[config.mk]
export PLATFORM = sky130hd
export DESIGN_NAME = dlct_timers
export DESIGN_NICKNAME = d
export VERILOG_FILES = /design/src/rtl/dlct_pkg.sv /design/src/rtl/dlct_timers.sv
export SDC_FILE = /design/constraint.sdc
export NUM_CORES = 1
export LEC_CHECK = 0
export CAP_MARGIN = 5
export CORE_MARGIN = 2
export CORE_UTILIZATION = 30
export DETAILED_ROUTE_END_ITERATION = 10
export DONT_BUFFER_PORTS = 1
export PLACE_DENSITY = 0.45
export SKIP_LAST_GASP = 1
export SLEW_MARGIN = 20
export SYNTH_ARGS = -nofsm -noshare
export SYNTH_HDL_FRONTEND = slang
export SYNTH_SLANG_ARGS = --single-unit
[constraint.sdc]
create_clock -name clk_sys -period 5.9 [get_ports clk_sys]
set_input_delay 0 -clock clk_sys [delete_from_list [all_inputs] [get_ports clk_sys]]
set_output_delay 0 -clock clk_sys [all_outputs]
set_load 0.1 [all_outputs]
[src/rtl/dlct_pkg.sv]
package dlct_pkg;
  // Register offsets on the plain register port
  localparam logic [3:0] ADDR_CTRL = 4'h0;  // timer_control_status_reg
  localparam logic [3:0] ADDR_MODE = 4'h1;  // timer_mode_reg
  localparam logic [3:0] ADDR_T0L = 4'h2;
  localparam logic [3:0] ADDR_T1L = 4'h3;
  localparam logic [3:0] ADDR_T0H = 4'h4;
  localparam logic [3:0] ADDR_T1H = 4'h5;
  localparam logic [3:0] ADDR_PRESC = 4'h6; // clock_prescale_config_reg
  // timer_control_status_reg fields
  localparam int CTRL_RUN0 = 4;
  localparam int CTRL_FLAG0 = 5;
  localparam int CTRL_RUN1 = 6;
  localparam int CTRL_FLAG1 = 7;
  // timer_mode_reg fields, second timer sits at MODE_T1_BASE
  localparam int MODE_M0 = 0;
  localparam int MODE_M1 = 1;
  localparam int MODE_SRC = 2;
  localparam int MODE_GATE = 3;
  localparam int MODE_T1_BASE = 4;
  // clock_prescale_config_reg: tick_divider_select_bits
  localparam int PRESC_SEL0 = 3;
  localparam int PRESC_SEL1 = 4;
  localparam logic [1:0] MODE_13BIT = 2'h0;
  localparam logic [1:0] MODE_16BIT = 2'h1;
  localparam logic [1:0] MODE_RELOAD = 2'h2;
  localparam logic [1:0] MODE_SPLIT = 2'h3;
  localparam int PRESCALE_DIV = 12;
  localparam logic [7:0] RESET_BYTE = 8'h00;
endpackage : dlct_pkg

[src/rtl/dlct_timers.sv]
// Behaviour
// - Timer mode advances once per tick: clock divided by one or twelve.
// - Counter mode advances on each falling edge at the count pin.
// - External events up to a quarter of the clock rate are counted.
// - Each timer has 16-bit count as low and high byte registers.
// - Two-bit mode field picks 13-bit, 16-bit, auto-reload or split mode.
// - 13-bit mode uses high byte and low five bits of low byte.
// - 13-bit wrap from all ones sets the overflow flag.
// - Source-select zero uses prescaled clock, one uses pin falling edges.
// - Counts only when run set and gate off or irq pin high.
// - Setting run does not alter the count.
// - Second timer behaves like the first with its own bits.
// - 16-bit mode uses all sixteen bits.
// - Auto-reload: low byte wraps, sets flag, reloads from unchanged high byte.
// - Split mode low byte uses first timer's run, gate, source and flag.
// - Split mode high byte counts ticks under second run bit, sets second flag.
// - Split mode selected on second timer stops it and holds its count.
// - With first timer split, second counts ticks only, no flag, still pulses.
//
// Our own choices: the placing of the registers and the plain strobed port.
`timescale 1ns/1ps
`default_nettype none
module dlct_timers (
  // Clock and reset
  input wire logic clk_sys,
  input wire logic arst_n,
  // Register port
  input wire logic [3:0] regAddr,
  input wire logic [7:0] regWdata,
  input wire logic regWr,
  input wire logic regRd,
  output logic [7:0] regRdata,
  // Pins
  input wire logic firstCountInputPin,
  input wire logic secondCountInputPin,
  input wire logic firstExtIrqPin,
  input wire logic secondExtIrqPin,
  // Events
  output logic firstOverflowFlag,
  output logic secondOverflowFlag,
  output logic baudOverflowPulse
);
  import dlct_pkg::*;

  typedef struct packed {
    logic [3:0] presc;
    logic [1:0] cntSync1;
    logic [1:0] cntSync2;
    logic [1:0] cntPrev;
    logic [1:0] irqSync1;
    logic [1:0] irqSync2;
    logic [7:0] ctrl;
    logic [7:0] mode;
    logic [7:0] prescCfg;
    logic [1:0][7:0] lowByte;
    logic [1:0][7:0] highByte;
    logic [7:0] rdata;
    logic baud;
  } dlct_state_type;

  dlct_state_type st_r;
  dlct_state_type st_nxt;

  logic tick12;
  logic [1:0] tick;
  logic [1:0] pinFall;
  logic [1:0] enable;
  logic [1:0] step;
  logic [1:0] wrap;
  logic [1:0][1:0] tmMode;
  logic [1:0] srcSel;
  logic [1:0] gateOn;
  logic [1:0] runBit;
  logic [1:0] flagSet;
  logic highSplitWrap;
  logic split0;
  logic [7:0] rd;

  always_comb begin
    tick12 = (st_r.presc == 4'(PRESCALE_DIV - 1));
    split0 = (st_r.mode[MODE_M1:MODE_M0] == MODE_SPLIT);
    runBit[0] = st_r.ctrl[CTRL_RUN0];
    runBit[1] = st_r.ctrl[CTRL_RUN1];
    tick[0] = st_r.prescCfg[PRESC_SEL0] ? 1'b1 : tick12;
    tick[1] = st_r.prescCfg[PRESC_SEL1] ? 1'b1 : tick12;
    for (int i = 0; i < 2; i++) begin
      tmMode[i] = st_r.mode[i*MODE_T1_BASE+MODE_M0 +: 2];
      srcSel[i] = st_r.mode[i*MODE_T1_BASE+MODE_SRC];
      gateOn[i] = st_r.mode[i*MODE_T1_BASE+MODE_GATE];
      // Falling edge seen on synchronised samples only
      pinFall[i] = st_r.cntPrev[i] & ~st_r.cntSync2[i];
    end
    // Second timer: external source ignored while first is split; its gating still applies
    if (split0) begin
      srcSel[1] = 1'b0;
    end
    for (int i = 0; i < 2; i++) begin
      enable[i] = runBit[i] & (~gateOn[i] | st_r.irqSync2[i]);
      step[i] = enable[i] & (srcSel[i] ? pinFall[i] : tick[i]);
    end
    if (tmMode[1] == MODE_SPLIT) begin
      step[1] = 1'b0;
    end
    highSplitWrap = split0 & runBit[1] & tick[0] & (st_r.highByte[0] == 8'hFF);

    st_nxt = st_r;
    st_nxt.presc = tick12 ? 4'h0 : st_r.presc + 4'h1;
    st_nxt.cntSync1 = {secondCountInputPin, firstCountInputPin};
    st_nxt.cntSync2 = st_r.cntSync1;
    st_nxt.cntPrev = st_r.cntSync2;
    st_nxt.irqSync1 = {secondExtIrqPin, firstExtIrqPin};
    st_nxt.irqSync2 = st_r.irqSync1;

    // Register writes first, counting afterwards so run does not touch count
    if (regWr) begin
      case (regAddr)
        ADDR_CTRL: st_nxt.ctrl = regWdata;
        ADDR_MODE: st_nxt.mode = regWdata;
        ADDR_T0L: st_nxt.lowByte[0] = regWdata;
        ADDR_T1L: st_nxt.lowByte[1] = regWdata;
        ADDR_T0H: st_nxt.highByte[0] = regWdata;
        ADDR_T1H: st_nxt.highByte[1] = regWdata;
        ADDR_PRESC: st_nxt.prescCfg = regWdata;
        default: ;
      endcase
    end

    for (int i = 0; i < 2; i++) begin
      wrap[i] = 1'b0;
      if (step[i]) begin
        case (tmMode[i])
          MODE_13BIT: begin
            wrap[i] = (st_r.highByte[i] == 8'hFF) & (st_r.lowByte[i][4:0] == 5'h1F);
            st_nxt.lowByte[i] = {st_r.lowByte[i][7:5], st_r.lowByte[i][4:0] + 5'h01};
            if (st_r.lowByte[i][4:0] == 5'h1F) begin
              st_nxt.highByte[i] = st_r.highByte[i] + 8'h01;
            end
          end
          MODE_16BIT: begin
            wrap[i] = ({st_r.highByte[i], st_r.lowByte[i]} == 16'hFFFF);
            {st_nxt.highByte[i], st_nxt.lowByte[i]} = {st_r.highByte[i], st_r.lowByte[i]} + 16'h0001;
          end
          MODE_RELOAD: begin
            wrap[i] = (st_r.lowByte[i] == 8'hFF);
            st_nxt.lowByte[i] = wrap[i] ? st_r.highByte[i] : st_r.lowByte[i] + 8'h01;
          end
          MODE_SPLIT: begin
            // Only the first timer reaches here; low byte is a plain 8-bit counter
            wrap[i] = (st_r.lowByte[i] == 8'hFF);
            st_nxt.lowByte[i] = st_r.lowByte[i] + 8'h01;
          end
          default: ;
        endcase
      end
    end
    if (split0 & runBit[1] & tick[0]) begin
      st_nxt.highByte[0] = st_r.highByte[0] + 8'h01;
    end

    // Hardware set wins over a software clear in the same cycle
    flagSet[0] = wrap[0];
    flagSet[1] = split0 ? highSplitWrap : wrap[1];
    if (flagSet[0]) begin
      st_nxt.ctrl[CTRL_FLAG0] = 1'b1;
    end
    if (flagSet[1]) begin
      st_nxt.ctrl[CTRL_FLAG1] = 1'b1;
    end
    st_nxt.baud = wrap[1];

    case (regAddr)
      ADDR_CTRL: rd = st_r.ctrl;
      ADDR_MODE: rd = st_r.mode;
      ADDR_T0L: rd = st_r.lowByte[0];
      ADDR_T1L: rd = st_r.lowByte[1];
      ADDR_T0H: rd = st_r.highByte[0];
      ADDR_T1H: rd = st_r.highByte[1];
      ADDR_PRESC: rd = st_r.prescCfg;
      default: rd = RESET_BYTE;
    endcase
    st_nxt.rdata = regRd ? rd : RESET_BYTE;
  end

  always_ff @(posedge clk_sys or negedge arst_n) begin
    if (!arst_n) begin
      st_r <= '0;
    end else begin
      st_r <= st_nxt;
    end
  end

  always_comb begin
    regRdata = st_r.rdata;
    firstOverflowFlag = st_r.ctrl[CTRL_FLAG0];
    secondOverflowFlag = st_r.ctrl[CTRL_FLAG1];
    baudOverflowPulse = st_r.baud;
  end
endmodule : dlct_timers
`default_nettype wire

### After elaboration in Yosys (flattened, before gate mapping)

Index checks and enable logic that the tools add are counted.

* bits of input ports: 20
* register bits after elaboration: 79
* output and inout port bits: 11
* word-level logic and storage cells: 127

* reductions and logical operators: 22
* bitwise operators: 17
* add/sub/neg operators: 9
* multiplexer cells: 37
* eq/ne operators: 23

Operators by type and width (count)
* $mux 8: 17
* $pmux 8 s4: 2
* $mux 56: 1
* $pmux 8 s7: 1
* $add 16x1->16 const B: 2
* $add 8x1->8 const B: 4
* $eq 16x16->1 const B: 2
* $eq 8x8->1 const B: 4
* $pmux 8 s2: 2
* $reduce_bool 2->1: 8
* $reduce_and 2->1: 7
* $eq 4x3->1 const B: 3
* $and 1x1->1: 11
* $mux 1: 11
* $add 5x1->5 const B: 2
* $eq 5x5->1 const B: 2
* $eq 2x2->1 const B: 4
* $eq 4x2->1 const B: 2
* $pmux 1 s3: 2
* $reduce_and 3->1: 2
* $add 4x1->4 const B: 1
* $eq 2x1->1 const B: 2
* $eq 4x1->1 const B: 1
* $eq 4x4->1 const B: 1
* 7 further kinds: 14

### Logic depth before layout (Yosys ltp)

* depth in word-level cells: 9
* gate-level depth with buffers: 9
* depth with buffers taken out: 8

### Least setup slack after synthesis

Ideal clock, no wire load.

* path kind: register to register
* start point: reg st_r[33] (netlist bit)
* end point: reg st_r (netlist bit secondOverflowFlag)
* buffers on the path: 1
* setup time: 0.064 ns
* stages on the path, launching flop included: 10
* clock period less this slack: 2.294 ns
* arrival time: 2.231 ns
* slack: 3.606 ns
* required time: 5.836 ns
* cell sequence: dfrtp_1 ha_1 and3_1 ha_1 or3b_2 clkbuf_1 o31a_1 o32a_1 nor2_1 a21o_1

RTL lines
* start, declared: RTL line dlct_timers.sv:61 `dlct_state_type st_r;`
* start signal, assigned: RTL line dlct_timers.sv:188 `st_r <= st_nxt;`

### Worst setup path after layout

* start point: reg st_r[49] (netlist bit)
* end point: reg st_r[38] (netlist bit)

* word-level cells in the longest chain between the ends: 7
* elaborated cells on any way between the ends: 10
* classes of those cells: eq/ne: 2; mux: 4; bitwise: 1; reduce/logical: 3

Ends and longest elaborated chain
* $eq 2x2->1 *: RTL line dlct_timers.sv:81 `split0 = (st_r.mode[MODE_M1:MODE_M0] == MODE_SPLIT);`
* $mux 1 *: RTL line dlct_timers.sv:94 `if (split0) begin`
* $mux 1 *: RTL line dlct_timers.sv:99 `step[i] = enable[i] & (srcSel[i] ? pinFall[i] : tick[i]);`
* $and 1x1->1 *: RTL line dlct_timers.sv:99
* $mux 1 *: RTL line dlct_timers.sv:101 `if (tmMode[1] == MODE_SPLIT) begin`
* $ne 2x2->1 (no source line) / $reduce_bool 2->1 (equally long branches)
* $reduce_and 3->1 (no source line)

Mark *: on every way between the ends. The rest lies on a longest branch, timed or not.
A chain may end at the register's enable or synchronous reset.

==> results.tsv <==
stage	metric	value	unit
setup_path	reg2regPathDepth	5	
setup_path	cp-end-kind	register	
synthesis	syn_inst	624	
power	p_int	1340	µW
global_routing	grt_max_degree	80	
power	p_comb_frac	0.339	
route	top_layer	met4	
sta	setup_violations	0	
sta	period_minus_slack	2.76	ns
clock_network	hold_buffers	19	
setup_path	critPathKind	register to register	
clock_network	cts_resized	0	
clock_network	insertion_delay	0.35	ns
global_routing	antenna_found_initial	1	
place	place_congestion	0.879	
route	vias	5025	
sta	finalSetupTns	0	ns
cells_and_area	nNetsFinal	626	
clock_network	cts_inserted_buffers	9	
synthesis	synth_area_per_cell	8.72	µm²
cells_and_area	fin_area	0.00595	mm²
synthesis	synth_cell_types	74	
min_path	holdPathStages	4	
synthesis	synth.top_cell.area_share	0.363	
place	io_buffers	0	
clock_network	cts_max_level	3	
sta	slew_headroom	0.302	
setup_path	reg2reg_to	st_r[38]	
synthesis	ys_dominant_reg_cell	dfrtp_1	
setup_path	crit_required	6.15	ns
clock_network	cts-root-buf	clkbuf_16	
setup_path	slowest_delay	0.94	ns
synthesis	synth_top_area_cell	dfrtp_1	
cells_and_area	drive_above_1_share	0.0977	
min_path	hold_path_end	st_r[9]	
min_path	min-delay-path-class	input pin to register	
synthesis	yosys_warnings	0	
die	core_area	0.0179	mm²
die	start_util	0.304	
clock_network	clock-sinks	79	
route	ant_nets	0	
synthesis	async_reset_ff_frac	1.00	
die	fp.dieH	139	µm
synthesis	ys_seq_elements	79	
synthesis	synth-edff-count	0	
setup_path	reg2reg_slack	3.14	ns
route	vias_per_cell	6.03	
sta	fmax	0.362	GHz
power	clockPowerShare	0.216	
clock_network	clock_path_buffers	2	
sta	skew	0.0103	ns
clock_network	clk_pin_slew	0.07	ns
route	drtPass1Iterations	5	
die	dieArea	0.0192	mm²
global_routing	overflow	0	
sta	timing.final.crit_share	0.469	
clock_network	cts_tree	done	
route	wl_met3	1.55	mm
sta	rsz0062_at_grt	false	
power	ir_worst_vdd	0.000172	V
setup_path	critPathTopFamily	flip-flops	
route	drc	0	
die	die_w	139	µm
power	seq_power_share	0.445	
route	routed_wl	19.4	mm
route	drtIter0Drc	630	
synthesis	synth_area	0.00544	mm²
route	met1_length	8.79	mm
setup_path	crit_path_start_kind	register	
global_routing	first_global_vias	4789	
power	power_switching_share	0.450	
die	fp-row-count	49	
cells_and_area	areaGrowthSynthToFinish	9.33	%
route	routedWlPerCell	23.3	µm
sta	tightest_slew	1.05	ns
synthesis	synth_seq_area_share	0.363	
sta	slew_violations	0	
power	power_density	408	mW/mm²
global_routing	grtUsageTotal	0.202	
min_path	worst_hold_startpoint	regWdata[0]	
setup_path	cp.arrival	3.02	ns
cells_and_area	final_common_cell	dfrtp_1	
power	p_switching	1100	µW
job	maxCapViolCount	0	
cells_and_area	layout_common_cells	79 x dfrtp_1, 57 x nand2_1, 40 x nor2_1, 38 x o21ai_0, 27 x nand3_1	
global_routing	grt_pass1_wl	30.0	mm
setup_path	critPathSlowestCell	dfrtp_1	
sta	hold_violations	0	
route	met2_length	8.66	mm
setup_path	cp_max_fo	23	
setup_path	crit_chain	a21boi_1, nor3_1, or2_1, mux2_4, a221oi_2	
power	p_leak	0.00228	µW
synthesis	synth_top_cells_by_area	dfrtp_1 36%, mux2_2 4.6%, nand2_1 3.9%	
status	outcome	finished clean	
synthesis	synth_nets	651	
clock_network	cts_post_setup_buffers_inserted	0	
setup_path	r2r_start	st_r[49]	
place	place_area	0.00548	mm²
die	io_pins	31	
setup_path	timing.critical_path.buf_inv	0	
place	hpwl	13.2	mm
==> Yosys cell counts, drive strengths merged, types with 11 or more instances <==
cell,n
mux2,23
inv,21
o21ai,39
dfrtp,79
nor3,24
nand3,27
buf,23
a22oi,12
mux2i,16
and3,11
nand4,11
nor2,40
a21oi,26
a221oi,12
clkbuf,33
nand2,57
o211ai,13
==> cells by family (layout without fill, tap and decap cells) <==
family / Yosys count / count (layout) / synth area share
and+or+nand+nor: 224 / 224 / 0.214
AOI/OAI and AO/OA: 182 / 182 / 0.239
DFF: 79 / 79 / 0.363
buffers and inverters: 77 / 57 / 0.0639
muxes: 39 / 39 / 0.0777
xor gates and xnor gates: 16 / 16 / 0.0257
adders and majority gates: 7 / 7 / 0.0161
other: 0 / 1 / 0
==> worst reg2reg max path, delay by kind of cell, from the launching register on <==
family / cells / cell delay, ns
AOI/OAI and AO/OA: 2 / 0.48
DFF: 1 / 0.94
muxes: 1 / 0.37
and+or+nand+nor: 2 / 0.88
==> per-stage QoR <==
step | util | power (µW) | hold WS, ns | worst slack (ns) | cells
after floorplan | - | 1610 | -0.296 | 3.61 | 624
after global placement | 0.305 | 1840 | -0.292 | 3.25 | 798
after detailed placement | 0.306 | 1850 | -0.292 | 3.19 | 798
after CTS | 0.332 | 2430 | 0.0148 | 3.16 | 833
after global routing | 0.332 | 2580 | 0.0478 | 2.99 | 834
final | 0.332 | 2430 | 0.0320 | 3.14 | 834
==> cell type report <==
| cell class | count | area (µm²) |
|---|---|---|
| clock buffers | 10 | 229 |
| fillers | 1908 | 12000 |
| diodes | 1 | 2.50 |
| repair buffers | 20 | 215 |
| clock inverters | 6 | 37.5 |
| flip-flops and latches | 79 | 1980 |
| well taps | 229 | 287 |
| inverters | 21 | 78.8 |
| multi-input cells | 468 | 3130 |
==> metal layers <==
| metal | up-vias | track usage |
|---|---|---|
| met5 | - | 0 |
| met3 | 37 | 0.0435 |
| met2 | 207 | 0.308 |
| met4 | 0 | 0.0680 |
| met1 | 2505 | 0.286 |
| li1 | 2276 | - |
==> power by group through the flow <==
stage | sequential [µW] | combinational [µW] | clock, µW
after floorplan | 830 | 776 | 0
after global placement | 1070 | 770 | 0
after detailed placement | 1080 | 774 | 0
after CTS | 1070 | 814 | 542
after global routing | 1110 | 916 | 561
final | 1080 | 825 | 524
==> sequential cells by signal, indices dropped and copies added, names as in the netlist <==
name	cells
baudOverflowPulse	1
firstOverflowFlag	1
gateOn	2
regRdata	8
runBit	2
secondOverflowFlag	1
srcSel	1
st_nxt	6
st_r	57
==> worst max-delay path by stage <==
stage / from / end / slack [ns] / cells after the start
2_1_floorplan: st_r[33] / secondOverflowFlag / 3.61 / 9
5_1_grt: st_r[33] / secondOverflowFlag / 2.99 / 8
3_5_place_dp: st_r[33] / secondOverflowFlag / 3.19 / 8
6_report: st_r[49] / st_r[38] / 3.14 / 5
3_3_place_gp: st_r[33] / secondOverflowFlag / 3.25 / 8
4_1_cts: st_r[33] / secondOverflowFlag / 3.16 / 8
(Power assumes the default switching activity.)
